[config.mk]
export PLATFORM = sky130hd
export DESIGN_NAME = scep_programmer
export DESIGN_NICKNAME = d
export VERILOG_FILES = /design/src/shared/scep_pkg.sv /design/src/hdl/scep_programmer.sv /design/src/hdl/scep_bit_engine.sv
export SDC_FILE = /design/constraint.sdc
export NUM_CORES = 1
export LEC_CHECK = 0
export CAP_MARGIN = 20
export CORE_MARGIN = 5
export CORE_UTILIZATION = 40
export CTS_BUF_LIST = sky130_fd_sc_hd__clkbuf_16
export CTS_CLUSTER_DIAMETER = 80
export DETAILED_ROUTE_END_ITERATION = 10
export DONT_BUFFER_PORTS = 1
export PLACE_DENSITY = 0.66
export SLEW_MARGIN = 20
export SYNTH_ARGS = -nofsm -noshare
export SYNTH_HDL_FRONTEND = slang
export SYNTH_SLANG_ARGS = --single-unit
[constraint.sdc]
create_clock -name clk -period 2.9 [get_ports clk]
set_input_delay 0.29 -clock clk [delete_from_list [all_inputs] [get_ports clk]]
set_output_delay 0.29 -clock clk [all_outputs]
set_load 0.01 [all_outputs]
[src/shared/scep_pkg.sv]
`default_nettype none
package scep_pkg;

  ////////////////////////////////////////////////////////////////////////////
  // Timing
  localparam int CLK_PERIOD_NS = 100;
  localparam int SCL_PERIOD_NS = 10000;
  localparam int QUARTER_RAW   = SCL_PERIOD_NS / (4 * CLK_PERIOD_NS);
  localparam int QUARTER_CYC   = (QUARTER_RAW < 1) ? 1 : QUARTER_RAW;
  localparam int T_WR_NS       = 10000000;
  localparam int T_WR_CYC      = T_WR_NS / CLK_PERIOD_NS;

  ////////////////////////////////////////////////////////////////////////////
  // Byte layout
  localparam logic [7:0] DEV_ADDR_BASE = 8'hA6;
  localparam int         DEV_SEL_POS   = 3;
  localparam int         DEV_RW_POS    = 0;
  localparam logic [3:0] ACK_SLOT      = 4'h8;
  localparam logic       RW_WRITE      = 1'b0;
  localparam logic       RW_READ       = 1'b1;
  localparam logic       BIT_ACK       = 1'b0;
  localparam logic       BIT_NACK      = 1'b1;

  ////////////////////////////////////////////////////////////////////////////
  // Reset values
  localparam logic       SCL_RST       = 1'b1;
  localparam logic       PSEL_N_RST    = 1'b1;
  localparam logic [7:0] BYTE_RST      = 8'h00;

  typedef enum logic [1:0] {
    OP_START,
    OP_STOP,
    OP_BIT
  } scep_op_t;

endpackage
`default_nettype wire

[src/hdl/scep_programmer.sv]
`timescale 1ns/1ps
`default_nettype none
module scep_programmer #(
  parameter int ADDR_BYTES           = 3,
  parameter int LEN_W                = 9,
  parameter int QUARTER_CYCLES       = scep_pkg::QUARTER_CYC,
  parameter int WRITE_TIMEOUT_CYCLES = scep_pkg::T_WR_CYC
) (
  input  wire logic             clk,
  input  wire logic             sys_rst,
  input  wire logic             prog_enable,
  input  wire logic             bus_select_bit,
  input  wire logic             cmd_valid,
  output logic                  cmd_ready,
  input  wire logic             cmd_read,
  input  wire logic [23:0]      cmd_addr,
  input  wire logic [LEN_W-1:0] cmd_len,
  input  wire logic             wr_valid,
  output logic                  wr_ready,
  input  wire logic [7:0]       wr_data,
  output logic                  rd_valid,
  output logic [7:0]            rd_data,
  output logic                  busy,
  output logic                  done,
  output logic                  nack_err,
  output logic                  timeout_err,
  output logic                  program_select_n,
  output logic                  scl_out,
  input  wire logic             sda_in,
  output logic                  sda_out,
  output logic                  sda_oe
);

  localparam int TW = $clog2(WRITE_TIMEOUT_CYCLES + 1);
  localparam logic [TW-1:0] TO_LIMIT = TW'(WRITE_TIMEOUT_CYCLES);
  localparam logic [1:0] ADDR_LAST = 2'(ADDR_BYTES - 1);

  typedef enum logic [3:0] {
    S_IDLE, S_START, S_DEV, S_ADDR, S_WLOAD, S_WDATA, S_RSTART,
    S_RDEV, S_RDATA, S_STOP, S_PSTART, S_PDEV, S_DONE
  } scep_state_t;

  ////////////////////////////////////////////////////////////////////////////
  // Helpers
  function automatic logic scep_tx_bit(input logic [7:0] b, input logic [3:0] i,
                                       input logic lsb_first);
    logic [2:0] k;
    k = i[2:0];
    return lsb_first ? b[k] : b[3'd7 - k];
  endfunction

  function automatic logic [7:0] scep_addr_byte(input logic [23:0] a, input logic [1:0] i);
    logic [23:0] s;
    s = a >> {i, 3'b000};
    return s[7:0];
  endfunction

  function automatic logic [7:0] scep_dev_byte(input logic sel, input logic rw);
    logic [7:0] b;
    b = scep_pkg::DEV_ADDR_BASE;
    b[scep_pkg::DEV_SEL_POS] = sel;
    b[scep_pkg::DEV_RW_POS]  = rw;
    return b;
  endfunction

  ////////////////////////////////////////////////////////////////////////////
  // State
  scep_state_t       state_reg, state_next;
  logic [3:0]        bit_cnt_reg, bit_cnt_next;
  logic [7:0]        shift_reg, shift_next;
  logic [1:0]        addr_idx_reg, addr_idx_next;
  logic [LEN_W-1:0]  len_reg, len_next;
  logic [23:0]       addr_reg;
  logic              read_reg;
  logic              poll_reg, poll_next;
  logic              pend_reg, pend_next;
  logic              nack_reg, nack_next;
  logic              tout_reg, tout_next;
  logic              rd_valid_reg, rd_valid_next;
  logic [7:0]        rd_data_reg, rd_data_next;
  logic [TW-1:0]     wait_cnt_reg;
  logic              psel_n_reg;

  logic              op_valid;
  logic              op_ready;
  scep_pkg::scep_op_t op_code;
  logic              op_bit;
  logic              op_done;
  logic              rx_bit;

  ////////////////////////////////////////////////////////////////////////////
  // Decode
  wire in_start  = (state_reg == S_START) || (state_reg == S_RSTART) || (state_reg == S_PSTART);
  wire in_stop   = (state_reg == S_STOP);
  wire in_tx     = (state_reg == S_DEV) || (state_reg == S_ADDR) || (state_reg == S_WDATA) ||
                   (state_reg == S_RDEV) || (state_reg == S_PDEV);
  wire in_rx     = (state_reg == S_RDATA);
  wire ack_slot  = (bit_cnt_reg == scep_pkg::ACK_SLOT);
  wire lsb_first = (state_reg == S_WDATA);
  wire last_byte = (len_reg <= LEN_W'(1));
  wire got_ack   = (rx_bit == scep_pkg::BIT_ACK);
  wire timed_out = (wait_cnt_reg >= TO_LIMIT);
  wire tx_bit    = scep_tx_bit(shift_reg, bit_cnt_reg, lsb_first);
  wire take_cmd  = cmd_valid && cmd_ready;

  assign op_valid = (in_start || in_stop || in_tx || in_rx) && !pend_reg;
  assign op_code  = in_start ? scep_pkg::OP_START :
                    in_stop  ? scep_pkg::OP_STOP  : scep_pkg::OP_BIT;
  assign op_bit   = in_tx ? (ack_slot ? 1'b1 : tx_bit) :
                    (ack_slot ? (last_byte ? scep_pkg::BIT_NACK : scep_pkg::BIT_ACK) : 1'b1);

  assign cmd_ready        = (state_reg == S_IDLE) && prog_enable && !psel_n_reg;
  assign wr_ready         = (state_reg == S_WLOAD);
  assign busy             = (state_reg != S_IDLE);
  assign done             = (state_reg == S_DONE);
  assign nack_err         = nack_reg;
  assign timeout_err      = tout_reg;
  assign rd_valid         = rd_valid_reg;
  assign rd_data          = rd_data_reg;
  assign program_select_n = psel_n_reg;

  ////////////////////////////////////////////////////////////////////////////
  // Sequencer
  always_comb begin
    state_next    = state_reg;
    bit_cnt_next  = bit_cnt_reg;
    shift_next    = shift_reg;
    addr_idx_next = addr_idx_reg;
    len_next      = len_reg;
    poll_next     = poll_reg;
    nack_next     = nack_reg;
    tout_next     = tout_reg;
    rd_valid_next = 1'b0;
    rd_data_next  = rd_data_reg;
    pend_next     = pend_reg;
    if (op_valid && op_ready) begin
      pend_next = 1'b1;
    end else if (op_done) begin
      pend_next = 1'b0;
    end
    case (state_reg)
      S_IDLE: begin
        if (take_cmd) begin
          state_next = S_START;
          nack_next  = 1'b0;
          tout_next  = 1'b0;
          poll_next  = 1'b0;
          len_next   = cmd_len;
        end
      end
      S_START, S_RSTART, S_PSTART: begin
        if (op_done) begin
          bit_cnt_next = 4'h0;
          case (state_reg)
            S_START:  begin
              state_next = S_DEV;
              shift_next = scep_dev_byte(bus_select_bit, scep_pkg::RW_WRITE);
            end
            S_RSTART: begin
              state_next = S_RDEV;
              shift_next = scep_dev_byte(bus_select_bit, scep_pkg::RW_READ);
            end
            default:  begin
              state_next = S_PDEV;
              shift_next = scep_dev_byte(bus_select_bit, scep_pkg::RW_WRITE);
            end
          endcase
        end
      end
      S_WLOAD: begin
        if (wr_valid) begin
          state_next   = S_WDATA;
          shift_next   = wr_data;
          bit_cnt_next = 4'h0;
        end
      end
      S_DEV, S_ADDR, S_WDATA, S_RDEV, S_PDEV: begin
        if (op_done && !ack_slot) begin
          bit_cnt_next = bit_cnt_reg + 4'h1;
        end else if (op_done) begin
          bit_cnt_next = 4'h0;
          if (!got_ack && state_reg == S_PDEV) begin
            if (timed_out) begin
              tout_next  = 1'b1;
              state_next = S_STOP;
              poll_next  = 1'b0;
            end else begin
              state_next = S_PSTART;
            end
          end else if (!got_ack) begin
            nack_next  = 1'b1;
            state_next = S_STOP;
          end else begin
            case (state_reg)
              S_DEV: begin
                state_next    = S_ADDR;
                addr_idx_next = ADDR_LAST;
                shift_next    = scep_addr_byte(addr_reg, ADDR_LAST);
              end
              S_ADDR: begin
                if (addr_idx_reg != 2'd0) begin
                  addr_idx_next = addr_idx_reg - 2'd1;
                  shift_next    = scep_addr_byte(addr_reg, addr_idx_reg - 2'd1);
                end else begin
                  state_next = read_reg ? S_RSTART : S_WLOAD;
                end
              end
              S_WDATA: begin
                len_next = len_reg - LEN_W'(1);
                if (last_byte) begin
                  state_next = S_STOP;
                  poll_next  = 1'b1;
                end else begin
                  state_next = S_WLOAD;
                end
              end
              S_RDEV: state_next = S_RDATA;
              default: begin
                state_next = S_STOP;
                poll_next  = 1'b0;
              end
            endcase
          end
        end
      end
      S_RDATA: begin
        if (op_done && !ack_slot) begin
          shift_next[bit_cnt_reg[2:0]] = rx_bit;
          bit_cnt_next = bit_cnt_reg + 4'h1;
        end else if (op_done) begin
          bit_cnt_next  = 4'h0;
          rd_valid_next = 1'b1;
          rd_data_next  = shift_reg;
          len_next      = len_reg - LEN_W'(1);
          if (last_byte) begin
            state_next = S_STOP;
          end
        end
      end
      S_STOP: begin
        if (op_done) begin
          state_next = poll_reg ? S_PSTART : S_DONE;
        end
      end
      default: state_next = S_IDLE;
    endcase
  end

  ////////////////////////////////////////////////////////////////////////////
  // Registers
  always_ff @(posedge clk or posedge sys_rst) begin
    if (sys_rst) begin
      state_reg    <= S_IDLE;
      bit_cnt_reg  <= 4'h0;
      shift_reg    <= scep_pkg::BYTE_RST;
      addr_idx_reg <= 2'd0;
      len_reg      <= '0;
      poll_reg     <= 1'b0;
      pend_reg     <= 1'b0;
      nack_reg     <= 1'b0;
      tout_reg     <= 1'b0;
      rd_valid_reg <= 1'b0;
      rd_data_reg  <= scep_pkg::BYTE_RST;
    end else begin
      state_reg    <= state_next;
      bit_cnt_reg  <= bit_cnt_next;
      shift_reg    <= shift_next;
      addr_idx_reg <= addr_idx_next;
      len_reg      <= len_next;
      poll_reg     <= poll_next;
      pend_reg     <= pend_next;
      nack_reg     <= nack_next;
      tout_reg     <= tout_next;
      rd_valid_reg <= rd_valid_next;
      rd_data_reg  <= rd_data_next;
    end
  end

  always_ff @(posedge clk or posedge sys_rst) begin
    if (sys_rst) begin
      addr_reg <= 24'h000000;
      read_reg <= 1'b0;
    end else if (take_cmd) begin
      addr_reg <= cmd_addr;
      read_reg <= cmd_read;
    end
  end

  ////////////////////////////////////////////////////////////////////////////
  // Write cycle timer and mode select
  always_ff @(posedge clk or posedge sys_rst) begin
    if (sys_rst) begin
      wait_cnt_reg <= '0;
    end else if (!poll_reg) begin
      wait_cnt_reg <= '0;
    end else if (!timed_out) begin
      wait_cnt_reg <= wait_cnt_reg + 1'b1;
    end
  end

  always_ff @(posedge clk or posedge sys_rst) begin
    if (sys_rst) begin
      psel_n_reg <= scep_pkg::PSEL_N_RST;
    end else begin
      psel_n_reg <= !(prog_enable || busy);
    end
  end

  ////////////////////////////////////////////////////////////////////////////
  // Bit engine
  scep_bit_engine #(
    .QUARTER_CYCLES (QUARTER_CYCLES)
  ) u_bit (
    .clk      (clk),
    .sys_rst  (sys_rst),
    .op_valid (op_valid),
    .op_ready (op_ready),
    .op_code  (op_code),
    .op_bit   (op_bit),
    .op_done  (op_done),
    .rx_bit   (rx_bit),
    .scl_out  (scl_out),
    .sda_in   (sda_in),
    .sda_out  (sda_out),
    .sda_oe   (sda_oe)
  );

endmodule
`default_nettype wire

[src/hdl/scep_bit_engine.sv]
`timescale 1ns/1ps
`default_nettype none
module scep_bit_engine #(
  parameter int QUARTER_CYCLES = scep_pkg::QUARTER_CYC
) (
  input  wire logic              clk,
  input  wire logic              sys_rst,
  input  wire logic              op_valid,
  output logic                   op_ready,
  input  wire scep_pkg::scep_op_t op_code,
  input  wire logic              op_bit,
  output logic                   op_done,
  output logic                   rx_bit,
  output logic                   scl_out,
  input  wire logic              sda_in,
  output logic                   sda_out,
  output logic                   sda_oe
);

  localparam int CW = (QUARTER_CYCLES > 1) ? $clog2(QUARTER_CYCLES) : 1;
  localparam logic [CW-1:0] Q_LAST = CW'(QUARTER_CYCLES - 1);

  logic               sda_meta_reg;
  logic               sda_sync_reg;
  logic               busy_reg;
  logic [1:0]         phase_reg;
  logic [CW-1:0]      cnt_reg;
  scep_pkg::scep_op_t op_reg;
  logic               scl_reg, scl_next;
  logic               oe_reg, oe_next;
  logic               rx_reg, rx_next;
  logic               done_reg;

  ////////////////////////////////////////////////////////////////////////////
  // Pin input synchroniser
  always_ff @(posedge clk or posedge sys_rst) begin
    if (sys_rst) begin
      sda_meta_reg <= 1'b1;
      sda_sync_reg <= 1'b1;
    end else begin
      sda_meta_reg <= sda_in;
      sda_sync_reg <= sda_meta_reg;
    end
  end

  ////////////////////////////////////////////////////////////////////////////
  // Quarter period sequencing
  wire accept   = op_valid && !busy_reg;
  wire q_end    = busy_reg && (cnt_reg == Q_LAST);
  wire is_start = (op_reg == scep_pkg::OP_START);
  wire is_stop  = (op_reg == scep_pkg::OP_STOP);

  assign op_ready = !busy_reg;
  assign op_done  = done_reg;
  assign rx_bit   = rx_reg;
  assign scl_out  = scl_reg;
  assign sda_out  = 1'b0;
  assign sda_oe   = oe_reg;

  always_comb begin
    scl_next = scl_reg;
    oe_next  = oe_reg;
    rx_next  = rx_reg;
    if (accept) begin
      case (op_code)
        scep_pkg::OP_START: oe_next = 1'b0;
        scep_pkg::OP_STOP:  oe_next = 1'b1;
        default:            oe_next = !op_bit;
      endcase
    end else if (q_end) begin
      case (phase_reg)
        2'd0: scl_next = 1'b1;
        2'd1: begin
          if (is_start) begin
            oe_next = 1'b1;
          end else if (is_stop) begin
            oe_next = 1'b0;
          end else begin
            rx_next = sda_sync_reg;
          end
        end
        2'd2: begin
          if (!is_stop) begin
            scl_next = 1'b0;
          end
        end
        default: scl_next = scl_reg;
      endcase
    end
  end

  always_ff @(posedge clk or posedge sys_rst) begin
    if (sys_rst) begin
      busy_reg  <= 1'b0;
      phase_reg <= 2'd0;
      cnt_reg   <= '0;
      op_reg    <= scep_pkg::OP_STOP;
      scl_reg   <= scep_pkg::SCL_RST;
      oe_reg    <= 1'b0;
      rx_reg    <= 1'b1;
      done_reg  <= 1'b0;
    end else begin
      scl_reg  <= scl_next;
      oe_reg   <= oe_next;
      rx_reg   <= rx_next;
      done_reg <= q_end && (phase_reg == 2'd3);
      if (accept) begin
        busy_reg  <= 1'b1;
        phase_reg <= 2'd0;
        cnt_reg   <= '0;
        op_reg    <= op_code;
      end else if (q_end) begin
        cnt_reg   <= '0;
        phase_reg <= phase_reg + 2'd1;
        busy_reg  <= (phase_reg != 2'd3);
      end else if (busy_reg) begin
        cnt_reg <= cnt_reg + 1'b1;
      end
    end
  end

endmodule
`default_nettype wire

# Word-level counts from Yosys, hierarchy flattened

Index checks and enable logic that the tools add are counted.

Add/sub/neg operators: 7
Magnitude comparators: 5
Eq/ne operators: 46
Shift-type cells: 1
Muxes and demuxes: 100
Bitwise logic cells: 6
Reductions and logical operators: 59

Operator list:

| kind                                                             | count |
|---|---|
| 9-bit 2-to-1 mux                                                 | 8 |
| 4-bit 2-to-1 mux                                                 | 16 |
| 8-bit 2-to-1 mux                                                 | 8 |
| 1-bit 2-to-1 mux                                                 | 37 |
| 17-bit 2-to-1 mux                                                | 2 |
| 8-bit case mux with 4 select lines                               | 1 |
| 9-bit case mux with 3 select lines                               | 1 |
| 4-bit == test (second input constant)                            | 6 |
| 2-bit != test (second input constant)                            | 12 |
| 4-bit case mux with 6 select lines                               | 1 |
| 24-bit by 5-bit right shift with 8-bit output                    | 1 |
| 10-bit AND reduction                                             | 2 |
| 17-bit by 1-bit adder with 17-bit output (second input constant) | 1 |
| 17-bit greater-or-equal comparator (second input constant)       | 1 |
| 4-bit by 3-bit == test with 1-bit output (second input constant) | 4 |
| 2-bit by 1-bit != test with 1-bit output (second input constant) | 8 |
| 4-bit case mux with 4 select lines                               | 1 |
| 8-bit case mux with 2 select lines                               | 1 |
| 5-bit 2-to-1 mux                                                 | 3 |
| 3-bit != test (second input constant)                            | 5 |
| 2-bit 2-to-1 mux                                                 | 7 |
| 2-bit nonzero test                                               | 7 |
| 1-bit case mux with 2 select lines                               | 6 |
| 4-bit case mux with 3 select lines                               | 1 |
| 41 further kinds                                                 | 84 |

Bits in registers: 99
Output and inout bits: 19

# Logic depth before layout (Yosys ltp)

Gate-level depths: netlist of run 1.

Depth after elaboration: 11
Gate-level depth with buffers: 10

# Modules after synthesis

A second synthesis of run 1 with hierarchy kept.

Cells, all modules: 605
Area total of the unflattened synthesis: 5936.9 um^2

Modules (own cells, without submodules):

| module          | instances | cells an instance | area each (um^2) | sequential area each (um^2) |
|---|---|---|---|---|
| scep_programmer | 1         | 528               | 5113.7           | 2078.2 |
| scep_bit_engine | 1         | 77                | 823.3            | 406.6 |

# Least setup slack after synthesis of run 1

No wires, ideal clock.

Path kind: register to register
Start: register bit_cnt_reg[1]
End: register state_reg[1]
Data arrival time: 2.309 ns
Setup slack: 0.463 ns
Cell stages (with the launch flop): 10
Period minus slack after synthesis: 2.437 ns
Cell sequence: dfrtp_1 > buf_6 > clkbuf_1 > inv_1 > ha_1 > nand3b_1 > a21oi_1 > o31ai_1 > or2_1 > mux2_1

Word-level cells in the longest chain between the ends: 5

Ends and longest elaborated chain:

| item                                    | RTL line                                       | text |
|---|---|---|
| from (decl)                             | scep_programmer.sv:69                          | `logic [3:0] bit_cnt_reg, bit_cnt_next;` |
| from (signal assigned)                  | scep_programmer.sv:266                         | `bit_cnt_reg <= bit_cnt_next;` |
| 4-bit == test *                         | scep_programmer.sv:98                          | `wire ack_slot = (bit_cnt_reg == scep_pkg::ACK_SLOT);` |
| 1-bit zero test *                       | scep_programmer.sv:178, scep_programmer.sv:227 |  |
| 1-bit logical AND *                     | scep_programmer.sv:178, scep_programmer.sv:227 |  |
| 2-bit != test (no source line)          | -                                              |  |
| 10-bit AND reduction (no source line) * | -                                              |  |
| to (signal assigned)                    | scep_programmer.sv:265                         | `state_reg <= state_next;` |
| to (decl)                               | scep_programmer.sv:68                          | `scep_state_t state_reg, state_next;` |

Every way passes the cells marked *; elsewhere a longest branch is shown, timed or not.
A chain may end at the register's enable or synchronous reset.

# Final worst setup path of run 1

Start: register state_reg[0]
End: register state_reg[1]

Word-level cells in the longest chain between the ends: 7

Ends and longest elaborated chain:

| item                                                                                                        | RTL line                                       | text |
|---|---|---|
| 4-bit by 3-bit == test with 1-bit output / 4-bit by 2-bit == test with 1-bit output (equally long branches) | scep_programmer.sv:141, scep_programmer.sv:194 |  |
| 4-bit case mux with 4 select lines                                                                          | scep_programmer.sv:194                         | `case (state_reg)` |
| 4-bit 2-to-1 mux                                                                                            | scep_programmer.sv:190                         | `end else if (!got_ack) begin` |
| 4-bit 2-to-1 mux                                                                                            | scep_programmer.sv:182                         | `if (!got_ack && state_reg == S_PDEV) begin` |
| 4-bit 2-to-1 mux                                                                                            | scep_programmer.sv:180                         | `end else if (op_done) begin` |
| 4-bit 2-to-1 mux                                                                                            | scep_programmer.sv:178                         | `if (op_done && !ack_slot) begin` |
| 4-bit case mux with 6 select lines                                                                          | scep_programmer.sv:141                         | `case (state_reg)` |

Parallel ways exist; a longest one is shown, timed or not. The select of a mux whose other input is x is not followed.

==> impl_metrics.prom, run 1 <==
# TYPE chip_impl_metric gauge
chip_impl_info{name="run_status",value="complete, no violations"} 1
chip_impl_metric{name="clkSlewWorstSetupHoldPaths",unit="ps"} 80
chip_impl_metric{name="worst_ir_drop_vdd",unit="uV"} 486.3
chip_impl_metric{name="synth_edf_count",unit=""} 0
chip_impl_metric{name="grt_start_max_net_pins",unit=""} 53
chip_impl_metric{name="cts_inserted_buffers",unit=""} 9
chip_impl_metric{name="vias_per_instance",unit=""} 6.017
chip_impl_metric{name="grt_overflow",unit=""} 0
chip_impl_metric{name="critPathMaxFanout",unit=""} 26
chip_impl_metric{name="drc_errors",unit=""} 0
chip_impl_metric{name="power.share.combinational",unit="%"} 41.6
chip_impl_metric{name="netlist_instances",unit=""} 584
chip_impl_metric{name="antenna_cells_inserted",unit=""} 0
chip_impl_metric{name="fillerInstances",unit=""} 1380
chip_impl_metric{name="synth_warnings",unit=""} 0
chip_impl_metric{name="floorplan.core_area",unit="sq um"} 14480
chip_impl_info{name="type_of_destination_of_the_critical_path",value="flip-flop"} 1
chip_impl_metric{name="max-cap-violations",unit=""} 0
chip_impl_info{name="rsz0062_at_grt",value="false"} 1
chip_impl_metric{name="synth_seq_cells",unit=""} 99
chip_impl_metric{name="max-slew-margin-rel",unit="%"} 36.33
chip_impl_metric{name="ys_types",unit=""} 82
chip_impl_metric{name="first_global_vias",unit=""} 4788
chip_impl_metric{name="drv_slew",unit=""} 0
chip_impl_metric{name="wl_per_cell",unit="microns"} 18.86
chip_impl_metric{name="fin_ws",unit="ps"} 203.1
chip_impl_metric{name="worst_pin_slew",unit="ps"} 947.0
chip_impl_metric{name="ctsLongestPathBuffers",unit=""} 2
chip_impl_metric{name="initial_core_util",unit="%"} 40.71
chip_impl_metric{name="report.final.hold_viol_count",unit=""} 0
chip_impl_metric{name="power_leakage",unit="uW"} 0.002569
chip_impl_info{name="crit_type",value="flip-flop to flip-flop"} 1
chip_impl_metric{name="fin_area",unit="sq um"} 6425
chip_impl_metric{name="finalSetupTns",unit="ps"} 0
chip_impl_metric{name="ios",unit=""} 68
chip_impl_metric{name="gp_routability_congestion",unit=""} 0.9392
chip_impl_metric{name="worstHoldPathCells",unit=""} 1
chip_impl_metric{name="post_cts_setup_buffers",unit=""} 0
chip_impl_metric{name="num-nets-final",unit=""} 644
chip_impl_metric{name="power.share.switching",unit="%"} 40.59
chip_impl_metric{name="wire_length_of_the_first_global_routing_pass",unit="microns"} 24110
chip_impl_metric{name="cts.htree.levels",unit=""} 3
chip_impl_metric{name="critPathArrivalTime",unit="ps"} 2950
chip_impl_metric{name="min_period_over_period",unit="%"} 93.00
chip_impl_metric{name="die_height",unit="microns"} 131.4
chip_impl_metric{name="preCtsSetupSlack",unit="ps"} 244.4
chip_impl_metric{name="seq_area",unit="sq um"} 2485
chip_impl_metric{name="place.port_buffers",unit=""} 0
chip_impl_metric{name="synth_nets",unit=""} 646
chip_impl_metric{name="fp.dieArea",unit="sq um"} 17260
chip_impl_metric{name="num_rows",unit=""} 44
chip_impl_metric{name="p_seq_share",unit="%"} 38.6
chip_impl_metric{name="area_used_by_multi_input_combinational_logic",unit="sq um"} 3107
chip_impl_metric{name="net-switching-power",unit="uW"} 2421
chip_impl_metric{name="timing.reg2reg.worst_path_depth",unit=""} 4
chip_impl_metric{name="die_w",unit="microns"} 131.4
chip_impl_metric{name="routed-via-count",unit=""} 4639
chip_impl_metric{name="total_of_endpoints_with_negative_setup_slack_in_the_final_report",unit=""} 0
chip_impl_metric{name="placed_area",unit="sq um"} 6098
chip_impl_metric{name="post-layout-total-power",unit="uW"} 5966
chip_impl_metric{name="areaGrowthSynthToFinish",unit="%"} 9.000
chip_impl_metric{name="final_util",unit="%"} 44.37
chip_impl_info{name="whs_endpoint",value="addr_reg[4]"} 1
chip_impl_info{name="cts_tree",value="done"} 1
chip_impl_metric{name="dpl.hpwl",unit="microns"} 10910
chip_impl_metric{name="synthArstFlopShare",unit="%"} 100.0
chip_impl_info{name="clock_tree.root_cell",value="clkbuf_16"} 1
chip_impl_metric{name="maxClockFrequency",unit="GHz"} 0.3708
chip_impl_metric{name="largest_register_ff_count",unit=""} 24
chip_impl_metric{name="final_layout_size_suffix_gt1_share",unit="%"} 16.35
chip_impl_metric{name="power.internal",unit="uW"} 3545
chip_impl_info{name="r2r-start",value="state_reg[0]"} 1
chip_impl_metric{name="grtUsageTotal",unit="%"} 16.82
chip_impl_info{name="hp-start",value="cmd_addr[4]"} 1
chip_impl_metric{name="clkSinkCount",unit=""} 99
chip_impl_metric{name="antenna_found_initial",unit=""} 0
chip_impl_metric{name="power_frac_clock",unit="%"} 19.8
chip_impl_metric{name="p_per_area",unit="nW/um^2"} 928.6
chip_impl_info{name="worstReg2RegEnd",value="state_reg[1]"} 1
chip_impl_metric{name="cp_data_required_time",unit="ps"} 3150
chip_impl_metric{name="ant_nets",unit=""} 0
chip_impl_metric{name="detailed_route_iter0_violations",unit=""} 303
chip_impl_metric{name="finalClockSkew",unit="ps"} 12.87
chip_impl_metric{name="wirelength",unit="microns"} 14540
chip_impl_metric{name="min_period",unit="ps"} 2697
chip_impl_metric{name="post_synth_instance_area",unit="sq um"} 5894
chip_impl_info{name="hold_path_class",value="input pin to flip-flop"} 1
chip_impl_metric{name="post_cts_resize_count",unit=""} 0
chip_impl_metric{name="synth.avg_cell_area",unit="sq um"} 10.09
chip_impl_info{name="synth-main-ff-cell",value="dfrtp_1"} 1
chip_impl_metric{name="synth_sequential_area_ratio",unit="%"} 42.16
chip_impl_metric{name="worstSkewPairLatency",unit="ps"} 360
chip_impl_metric{name="worst-r2r-setup-slack",unit="ps"} 200
chip_impl_metric{name="detail_route.first_pass.iterations",unit=""} 5
chip_impl_info{name="start_kind",value="flip-flop"} 1
[per-layer routing]
metal	track usage (%)	share of wire [%]	wire length, microns
met1	21.54	43	6237
met2	26.81	48	6934
met4	5.029	1.6	226
met3	6.078	7.9	1145
met5	0	0	0
[what timing repair did]
action                                  4_1_cts  5_1_grt
endpoints found under the hold margin        48        0
endpoints found under the setup margin        0        0
hold buffers                                  3        0
[critical path, stage by stage, from the launching register on]
cell and delay [ps]:
dfrtp_1 840, inv_1 260, o31ai_1 860, or2_1 280, mux2_1 340
[cells in the final DEF, fill, tap and decap left out, types with 4 or more instances in the layout]
cell and count:
a2bb2oi_1 5, nor2b_1 6, mux2i_1 24, xor2_1 4, nor3_1 11, a211oi_1 8, inv_1 29, o22ai_1 6
o31ai_1 6, mux2_2 35, nand2b_1 7, nor2_1 40, clkbuf_16 9, o21ai_0 30, nand2_1 28, a22o_1 4
or3_1 15, mux2_1 7, o211ai_1 6, dfrtp_1 93, nand3b_1 6, ha_1 13, nor4b_1 5, nand3_1 10
nor4_1 4, a31oi_1 5, a21oi_1 33, buf_4 21, nand4_1 7, dfstp_2 6, o2bb2ai_1 8, or4_1 5
[cell type report]
class	count	area share, %
Multi-Input combinational cell	417	48.35
Sequential cell	99	38.68
Tap cell	184	3.583
Clock buffer	9	3.505
Timing Repair Buffer	24	2.921
Inverter	31	1.850
Clock inverter	7	1.110
[cell families (layout without fill, tap and decap cells)]
family                   Yosys count  in the layout  synth area share [%]
flip-flops                        99             99                 42.16
buffers and inverters             68             71                 5.137
adder cells (fa/ha/maj)           13             13                 2.760
multiplexers                      71             71                 14.20
other                              1              1               0.06362
XOR/XNOR                           7              7                 1.040
AND/OR/NAND/NOR                  175            175                 17.19
AO/OA/AOI/OAI                    150            150                 17.45
[cells in the mapped netlist, types with 5 or more instances]
cell type / number / share of area (%)
clkbuf_1: 16 / 1.0
o31ai_1: 6 / 0.76
nand4_1: 7 / 0.74
nand3b_1: 6 / 0.76
nor4b_1: 5 / 0.74
o2bb2ai_1: 8 / 1.2
ha_1: 13 / 2.8
a31oi_1: 5 / 0.53
buf_2: 14 / 1.2
or3_1: 15 / 1.6
a21oi_1: 33 / 2.8
nand3_1: 10 / 0.85
dfstp_2: 6 / 2.7
a211oi_1: 8 / 1.0
o21ai_0: 30 / 2.5
a2bb2oi_1: 5 / 0.74
nor3_1: 11 / 0.93
dfrtp_1: 93 / 39
o22ai_1: 6 / 0.64
o211ai_1: 6 / 0.76
or4_1: 5 / 0.64
inv_1: 30 / 1.9
nor2_1: 40 / 2.5
mux2_1: 7 / 1.3
mux2i_1: 24 / 4.1
nor2b_1: 6 / 0.64
mux2_2: 35 / 6.7
nand2b_1: 7 / 0.74
nand2_1: 28 / 1.8
[per-stage QoR]
step	hold slack, ps	std cells
3_5_place_dp	294.6	752
3_3_place_gp	291.6	752
2_1_floorplan	294.5	584
4_1_cts	65.23	771
6_report	75.61	771
5_1_grt	53.42	771
[power groups by stage]
stage | Combinational [uW] | Clock (uW) | Sequential (uW)
global placement | 2370 | 0 | 2290
finish | 2480 | 1180 | 2300
CTS | 2480 | 1210 | 2300
detailed placement | 2470 | 0 | 2330
floorplan | 2050 | 0 | 2060
global route | 2740 | 1280 | 2370
[worst max path at each step]
| stage | start | cells after the start | slack [ps] | to |
|---|---|---|---|---|
| global placement | state_reg[0] | 4 | 390 | state_reg[1] |
| global route | state_reg[0] | 4 | 40 | state_reg[1] |
| detailed placement | state_reg[0] | 4 | 240 | state_reg[1] |
| CTS | state_reg[0] | 4 | 220 | state_reg[1] |
| finish | state_reg[0] | 4 | 200 | state_reg[1] |
| floorplan | sys_rst | 1 | 30 | addr_idx_reg[0] |
No activity file was read; power rests on OpenSTA's default activity.
==> run 2, diff against run 1 <==
--- a/config.mk
+++ b/config.mk
@@ -12,7 +12,8 @@
 export CTS_CLUSTER_DIAMETER = 80
 export DETAILED_ROUTE_END_ITERATION = 10
 export DONT_BUFFER_PORTS = 1
-export PLACE_DENSITY = 0.66
+export GPL_ROUTABILITY_DRIVEN = 0
+export PLACE_DENSITY_LB_ADDON = 0.25
 export SLEW_MARGIN = 20
 export SYNTH_ARGS = -nofsm -noshare
 export SYNTH_HDL_FRONTEND = slang
==> constraint.sdc (replaced) <==
create_clock -name clk -period 2.8 [get_ports clk]
set_input_delay 0.28 -clock clk [delete_from_list [all_inputs] [get_ports clk]]
set_output_delay 0.28 -clock clk [all_outputs]
set_load 0.01 [all_outputs]
==> impl_metrics.prom, run 2 (synthesis results as in run 1) <==
# TYPE chip_impl_metric gauge
chip_impl_metric{name="power.share.combinational",unit="%"} 42.1
chip_impl_metric{name="ant_nets",unit=""} 0
chip_impl_metric{name="clkSlewWorstSetupHoldPaths",unit="ps"} 70
chip_impl_metric{name="num_rows",unit=""} 44
chip_impl_metric{name="antenna_found_initial",unit=""} 0
chip_impl_metric{name="largest_register_ff_count",unit=""} 24
chip_impl_metric{name="power_frac_clock",unit="%"} 20.1
chip_impl_metric{name="grtUsageTotal",unit="%"} 16.78
chip_impl_metric{name="routed-via-count",unit=""} 4593
chip_impl_metric{name="max-cap-violations",unit=""} 0
chip_impl_metric{name="fin_ws",unit="ps"} 240.4
chip_impl_info{name="final_cell_mix",value="93 x dfrtp_1, 40 x nor2_1, 35 x mux2_2"} 1
chip_impl_metric{name="preCtsSetupSlack",unit="ps"} 294.9
chip_impl_metric{name="critPathArrivalTime",unit="ps"} 2800
chip_impl_info{name="rsz0062_at_grt",value="false"} 1
chip_impl_info{name="hold_path_class",value="input pin to flip-flop"} 1
chip_impl_metric{name="cts.htree.levels",unit=""} 3
chip_impl_metric{name="detailed_route_iter0_violations",unit=""} 350
chip_impl_metric{name="p_seq_share",unit="%"} 37.8
chip_impl_metric{name="cp_slowest_stage_delay",unit="ps"} 660
chip_impl_metric{name="grt_start_max_net_pins",unit=""} 100
chip_impl_metric{name="wire_length_of_the_first_global_routing_pass",unit="microns"} 24080
chip_impl_metric{name="ctsLongestPathBuffers",unit=""} 2
chip_impl_metric{name="total_of_endpoints_with_negative_setup_slack_in_the_final_report",unit=""} 0
chip_impl_metric{name="critPathMaxFanout",unit=""} 22
chip_impl_metric{name="max-slew-margin-rel",unit="%"} 27.10
chip_impl_info{name="run_status",value="complete, no violations"} 1
chip_impl_metric{name="post_cts_setup_buffers",unit=""} 0
chip_impl_metric{name="detail_route.first_pass.iterations",unit=""} 5
chip_impl_metric{name="drc_errors",unit=""} 0
chip_impl_metric{name="floorplan.core_area",unit="sq um"} 14480
chip_impl_metric{name="final_layout_size_suffix_gt1_share",unit="%"} 16.30
chip_impl_metric{name="critical_path_buf_inv_count",unit=""} 1
chip_impl_info{name="type_of_destination_of_the_critical_path",value="flip-flop"} 1
chip_impl_info{name="cts_tree",value="done"} 1
chip_impl_metric{name="ios",unit=""} 68
chip_impl_info{name="cp_top_family",value="simple AND/OR/NAND/NOR gates"} 1
chip_impl_metric{name="vias_per_instance",unit=""} 5.942
chip_impl_metric{name="areaGrowthSynthToFinish",unit="%"} 9.446
chip_impl_metric{name="grt_overflow",unit=""} 0
chip_impl_metric{name="power.internal",unit="uW"} 3741
chip_impl_metric{name="dpl.hpwl",unit="microns"} 10360
chip_impl_metric{name="worstSkewPairLatency",unit="ps"} 360
chip_impl_metric{name="worst_ir_drop_vdd",unit="uV"} 549.9
chip_impl_info{name="timing.critical_path.cells",value="buf_4 > or4b_1 > a21o_1 > o2111ai_2 > nor3_4 > mux2_1"} 1
chip_impl_metric{name="postCtsHoldBufs",unit=""} 3
chip_impl_metric{name="min_period",unit="ps"} 2560
chip_impl_metric{name="num-nets-final",unit=""} 646
chip_impl_info{name="start_kind",value="flip-flop"} 1
chip_impl_metric{name="wl_per_cell",unit="microns"} 18.50
chip_impl_metric{name="drv_slew",unit=""} 0
chip_impl_metric{name="place.port_buffers",unit=""} 0
chip_impl_metric{name="antenna_cells_inserted",unit=""} 0
chip_impl_info{name="crit_type",value="flip-flop to flip-flop"} 1
chip_impl_metric{name="worst_pin_slew",unit="ps"} 1084
chip_impl_metric{name="post-layout-total-power",unit="uW"} 6189
chip_impl_metric{name="maxClockFrequency",unit="GHz"} 0.3907
chip_impl_info{name="crit_slowest_cell",value="or4b_1"} 1
chip_impl_metric{name="cts_inserted_buffers",unit=""} 9
chip_impl_metric{name="cp_data_required_time",unit="ps"} 3040
chip_impl_metric{name="finalSetupTns",unit="ps"} 0
chip_impl_metric{name="wirelength",unit="microns"} 14300
chip_impl_metric{name="min_period_over_period",unit="%"} 91.41
chip_impl_metric{name="power.share.switching",unit="%"} 39.55
chip_impl_info{name="leading_cell_type_in_the_layout_fill_and_taps_excluded",value="dfrtp_1"} 1
chip_impl_metric{name="fp.dieArea",unit="sq um"} 17260
chip_impl_metric{name="p_per_area",unit="nW/um^2"} 959.3
chip_impl_metric{name="clkSinkCount",unit=""} 99
chip_impl_metric{name="post_cts_resize_count",unit=""} 0
chip_impl_metric{name="die_w",unit="microns"} 131.4
chip_impl_metric{name="net-switching-power",unit="uW"} 2448
chip_impl_metric{name="initial_core_util",unit="%"} 40.71
chip_impl_info{name="clock_tree.root_cell",value="clkbuf_16"} 1
chip_impl_metric{name="die_height",unit="microns"} 131.4
chip_impl_metric{name="report.final.hold_viol_count",unit=""} 0
chip_impl_metric{name="first_global_vias",unit=""} 4647
chip_impl_metric{name="worst-r2r-setup-slack",unit="ps"} 240
chip_impl_metric{name="power_leakage",unit="uW"} 0.002575
chip_impl_metric{name="finalClockSkew",unit="ps"} 5.977
[run 2: final timing paths]
check | start | endpoint | depth (start not counted)
max | state_reg[2] | shift_reg[2] | 6
min | cmd_addr[2] | addr_reg[2] | 1
max reg2reg | state_reg[2] | shift_reg[2] | 6
min reg2reg | u_bit.sda_meta_reg | u_bit.sda_sync_reg | 0
max in group asynchronous | sys_rst | u_bit.scl_out | 3
min in group asynchronous | sys_rst | addr_reg[3] | 3
[run 2: power groups by stage]
stage / registers [uW] / logic [uW] / clock network (uW)
after CTS: 2330 / 2610 / 1290
after global routing: 2420 / 2880 / 1350
after detailed placement: 2360 / 2590 / 0
after floorplan: 2130 / 2120 / 0
after global placement: 2340 / 2540 / 0
final: 2340 / 2610 / 1240
[run 2: area by class of cell]
cell class	instances	area [sq um]
Clock buffer	9	225.2
Clock inverter	7	68.82
Fill cell	1380	8028
Inverter	31	120.1
Multi-Input combinational cell	417	3107
Sequential cell	99	2485
Tap cell	184	230.2
Timing Repair Buffer	26	215.2
[run 2: stage by stage]
| step | std cells | hold slack, ps | area [sq um] | utilization [%] |
|---|---|---|---|---|
| after global placement | 754 | 284.6 | 6127 | 42.32 |
| after CTS | 773 | 56.53 | 6451 | 44.56 |
| final | 773 | 71.31 | 6451 | 44.56 |
| after detailed placement | 754 | 284.6 | 6127 | 42.32 |
| after floorplan | 584 | 284.5 | 5898 | - |
| after global routing | 773 | 49.88 | 6451 | 44.56 |
[run 2: per-layer routing]
layer  share of wire [%]  routed length [microns]  track usage, %  vias to the layer above
met1                  46                     6508           22.50                     2255
met5                   0                        0               0                        -
met3                 7.5                     1073           5.428                       14
met4                 1.7                      239           5.771                        0
met2                  45                     6481           25.65                      148
li1                    -                        -               -                     2176
[run 2: worst register-to-register path, stage by stage (launching register included)]
cell and delay (ps):
dfrtp_1 630, buf_4 300, or4b_1 660, a21o_1 220, o2111ai_2 140, nor3_4 110, mux2_1 380
==> run 3, diff against run 2 <==
--- a/config.mk
+++ b/config.mk
@@ -7,7 +7,7 @@
 export LEC_CHECK = 0
 export CAP_MARGIN = 20
 export CORE_MARGIN = 5
-export CORE_UTILIZATION = 40
+export CORE_UTILIZATION = 55
 export CTS_BUF_LIST = sky130_fd_sc_hd__clkbuf_16
 export CTS_CLUSTER_DIAMETER = 80
 export DETAILED_ROUTE_END_ITERATION = 10
==> impl_metrics.prom, run 3 (synthesis results as in run 1) <==
# TYPE chip_impl_metric gauge
chip_impl_metric{name="ios",unit=""} 68
chip_impl_metric{name="critPathArrivalTime",unit="ps"} 2840
chip_impl_metric{name="place.port_buffers",unit=""} 0
chip_impl_metric{name="wire_length_of_the_first_global_routing_pass",unit="microns"} 23960
chip_impl_metric{name="dpl.hpwl",unit="microns"} 10120
chip_impl_metric{name="wl_per_cell",unit="microns"} 19.29
chip_impl_metric{name="wirelength",unit="microns"} 14000
chip_impl_metric{name="min_period",unit="ps"} 2599
chip_impl_metric{name="first_global_vias",unit=""} 4760
chip_impl_metric{name="num_rows",unit=""} 37
chip_impl_metric{name="routed-via-count",unit=""} 4683
chip_impl_metric{name="die_w",unit="microns"} 113.5
chip_impl_info{name="final_cell_mix",value="93 x dfrtp_1, 40 x nor2_1, 35 x mux2_2"} 1
chip_impl_metric{name="p_seq_share",unit="%"} 37.3
chip_impl_metric{name="critPathMaxFanout",unit=""} 12
chip_impl_metric{name="max-cap-violations",unit=""} 0
chip_impl_metric{name="initial_core_util",unit="%"} 56.84
chip_impl_info{name="run_status",value="complete, no violations"} 1
chip_impl_metric{name="worst-r2r-setup-slack",unit="ps"} 200
chip_impl_metric{name="finalSetupTns",unit="ps"} 0
chip_impl_metric{name="fin_ws",unit="ps"} 200.5
chip_impl_metric{name="ctsLongestPathBuffers",unit=""} 2
chip_impl_metric{name="min_period_over_period",unit="%"} 92.84
chip_impl_info{name="timing.critical_path.from",value="bit_cnt_reg[2]"} 1
chip_impl_info{name="r2r-start",value="bit_cnt_reg[2]"} 1
chip_impl_metric{name="report.final.hold_viol_count",unit=""} 0
chip_impl_info{name="clock_tree.root_cell",value="clkbuf_16"} 1
chip_impl_metric{name="critical_path_buf_inv_count",unit=""} 1
chip_impl_metric{name="power.share.combinational",unit="%"} 42.5
chip_impl_metric{name="p_per_area",unit="nW/um^2"} 979.4
chip_impl_metric{name="floorplan.core_area",unit="sq um"} 10370
chip_impl_metric{name="detailed_route_iter0_violations",unit=""} 322
chip_impl_info{name="leading_cell_type_in_the_layout_fill_and_taps_excluded",value="dfrtp_1"} 1
chip_impl_metric{name="net-switching-power",unit="uW"} 2545
chip_impl_metric{name="grtUsageTotal",unit="%"} 22.85
chip_impl_metric{name="power_leakage",unit="uW"} 0.002598
chip_impl_info{name="cp_top_family",value="compound AO/OA/AOI/OAI gates"} 1
chip_impl_metric{name="clkSinkCount",unit=""} 99
chip_impl_metric{name="maxClockFrequency",unit="GHz"} 0.3847
chip_impl_info{name="timing.critical_path.to",value="len_reg[1]"} 1
chip_impl_metric{name="ant_nets",unit=""} 0
chip_impl_metric{name="clkSlewWorstSetupHoldPaths",unit="ps"} 80
chip_impl_info{name="cts_tree",value="done"} 1
chip_impl_metric{name="cp_slowest_stage_delay",unit="ps"} 690
chip_impl_metric{name="total_of_endpoints_with_negative_setup_slack_in_the_final_report",unit=""} 0
chip_impl_metric{name="worstSkewPairLatency",unit="ps"} 360
chip_impl_metric{name="post_cts_setup_buffers",unit=""} 0
chip_impl_metric{name="post_cts_resize_count",unit=""} 0
chip_impl_metric{name="detail_route.first_pass.iterations",unit=""} 5
chip_impl_metric{name="drv_slew",unit=""} 0
chip_impl_info{name="timing.critical_path.cells",value="buf_4 > nand4b_1 > mux2i_1 > a21oi_1 > nor2_1 > mux2_2"} 1
chip_impl_metric{name="finalClockSkew",unit="ps"} 12.30
chip_impl_metric{name="vias_per_instance",unit=""} 6.450
chip_impl_metric{name="antenna_cells_inserted",unit=""} 0
chip_impl_metric{name="drc_errors",unit=""} 0
chip_impl_metric{name="power_frac_clock",unit="%"} 20.2
chip_impl_metric{name="cp_data_required_time",unit="ps"} 3050
chip_impl_metric{name="preCtsSetupSlack",unit="ps"} 230.0
chip_impl_metric{name="fp.dieArea",unit="sq um"} 12890
chip_impl_metric{name="power.share.switching",unit="%"} 40.46
chip_impl_metric{name="cts_inserted_buffers",unit=""} 9
chip_impl_metric{name="worst_ir_drop_vdd",unit="uV"} 608.0
chip_impl_metric{name="final_layout_size_suffix_gt1_share",unit="%"} 16.78
chip_impl_info{name="type_of_destination_of_the_critical_path",value="flip-flop"} 1
chip_impl_metric{name="cts.htree.levels",unit=""} 3
chip_impl_info{name="start_kind",value="flip-flop"} 1
chip_impl_metric{name="grt_overflow",unit=""} 0
chip_impl_metric{name="timing.reg2reg.worst_path_depth",unit=""} 6
chip_impl_metric{name="largest_register_ff_count",unit=""} 24
chip_impl_metric{name="power.internal",unit="uW"} 3744
chip_impl_info{name="crit_slowest_cell",value="a21oi_1"} 1
chip_impl_metric{name="antenna_found_initial",unit=""} 0
chip_impl_metric{name="die_height",unit="microns"} 113.5
chip_impl_metric{name="areaGrowthSynthToFinish",unit="%"} 8.937
chip_impl_info{name="worstReg2RegEnd",value="len_reg[1]"} 1
chip_impl_metric{name="grt_start_max_net_pins",unit=""} 100
chip_impl_metric{name="path_depth",unit=""} 6
chip_impl_info{name="rsz0062_at_grt",value="false"} 1
chip_impl_metric{name="num-nets-final",unit=""} 647
chip_impl_info{name="crit_type",value="flip-flop to flip-flop"} 1
chip_impl_metric{name="max-slew-margin-rel",unit="%"} 33.74
chip_impl_info{name="hold_path_class",value="input pin to flip-flop"} 1
chip_impl_metric{name="worst_pin_slew",unit="ps"} 985.5
chip_impl_metric{name="fillerInstances",unit=""} 887
run 3: cell count changes in the layout (fill, tap and decap cells not counted), sizes merged:
cell      before  now
inv           32   36
clkinvlp       4    1
buf           23   24
bufinv         1    0
run 3: routing by layer:
layer,vias up,GRT usage (%),part of all wire (%)
met5,-,0,0
met4,0,7.933,2.2
met3,23,7.427,7.2
met2,146,35.65,48
met1,2331,30.02,43
li1,2183,-,-
run 3: worst min-delay path by stage:
stage	start	cells after the start	slack [ps]	end
final	cmd_addr[7]	1	60	addr_reg[7]
after global placement	sda_in	0	280	u_bit.sda_meta_reg
after global routing	cmd_addr[7]	1	40	addr_reg[7]
after CTS	cmd_addr[7]	1	50	addr_reg[7]
after floorplan	sda_in	0	280	u_bit.sda_meta_reg
after detailed placement	sda_in	0	280	u_bit.sda_meta_reg
run 3: timing repair:
action / 4_1_cts / 5_1_grt
hold buffers: 3 / 0
endpoints found under the hold margin: 95 / 0
endpoints found under the setup margin: 0 / 0
run 3: metrics by stage:
step	hold WS [ps]	power (uW)	instance area [sq um]	std cells	utilization, %
2_1_floorplan	284.5	4258	5898	584	-
3_3_place_gp	284.6	4884	6087	707	58.70
3_5_place_dp	284.6	4990	6087	707	58.70
4_1_cts	52.57	6294	6421	726	61.92
5_1_grt	41.00	6731	6421	726	61.92
6_report	63.85	6289	6421	726	61.92
run 3: worst register-to-register path: stages (launching register included):
cell and delay [ps]:
dfrtp_1 550, buf_4 250, nand4b_1 270, mux2i_1 120
a21oi_1 690, nor2_1 260, mux2_2 340
run 3: power groups by stage:
stage	Combinational, uW	Clock [uW]	Sequential [uW]
global route	2950	1370	2410
CTS	2650	1310	2340
detailed placement	2630	0	2360
finish	2670	1270	2340
global placement	2550	0	2330
floorplan	2120	0	2130
run 3: layout make-up:
type / instances / area [sq um] / share of cell area (%)
Inverter: 31 / 120.1 / 1.871
Sequential cell: 99 / 2485 / 38.70
Tap cell: 136 / 170.2 / 2.650
Clock inverter: 7 / 78.83 / 1.228
Multi-Input combinational cell: 417 / 3107 / 48.38
Timing Repair Buffer: 27 / 235.2 / 3.663
Clock buffer: 9 / 225.2 / 3.507
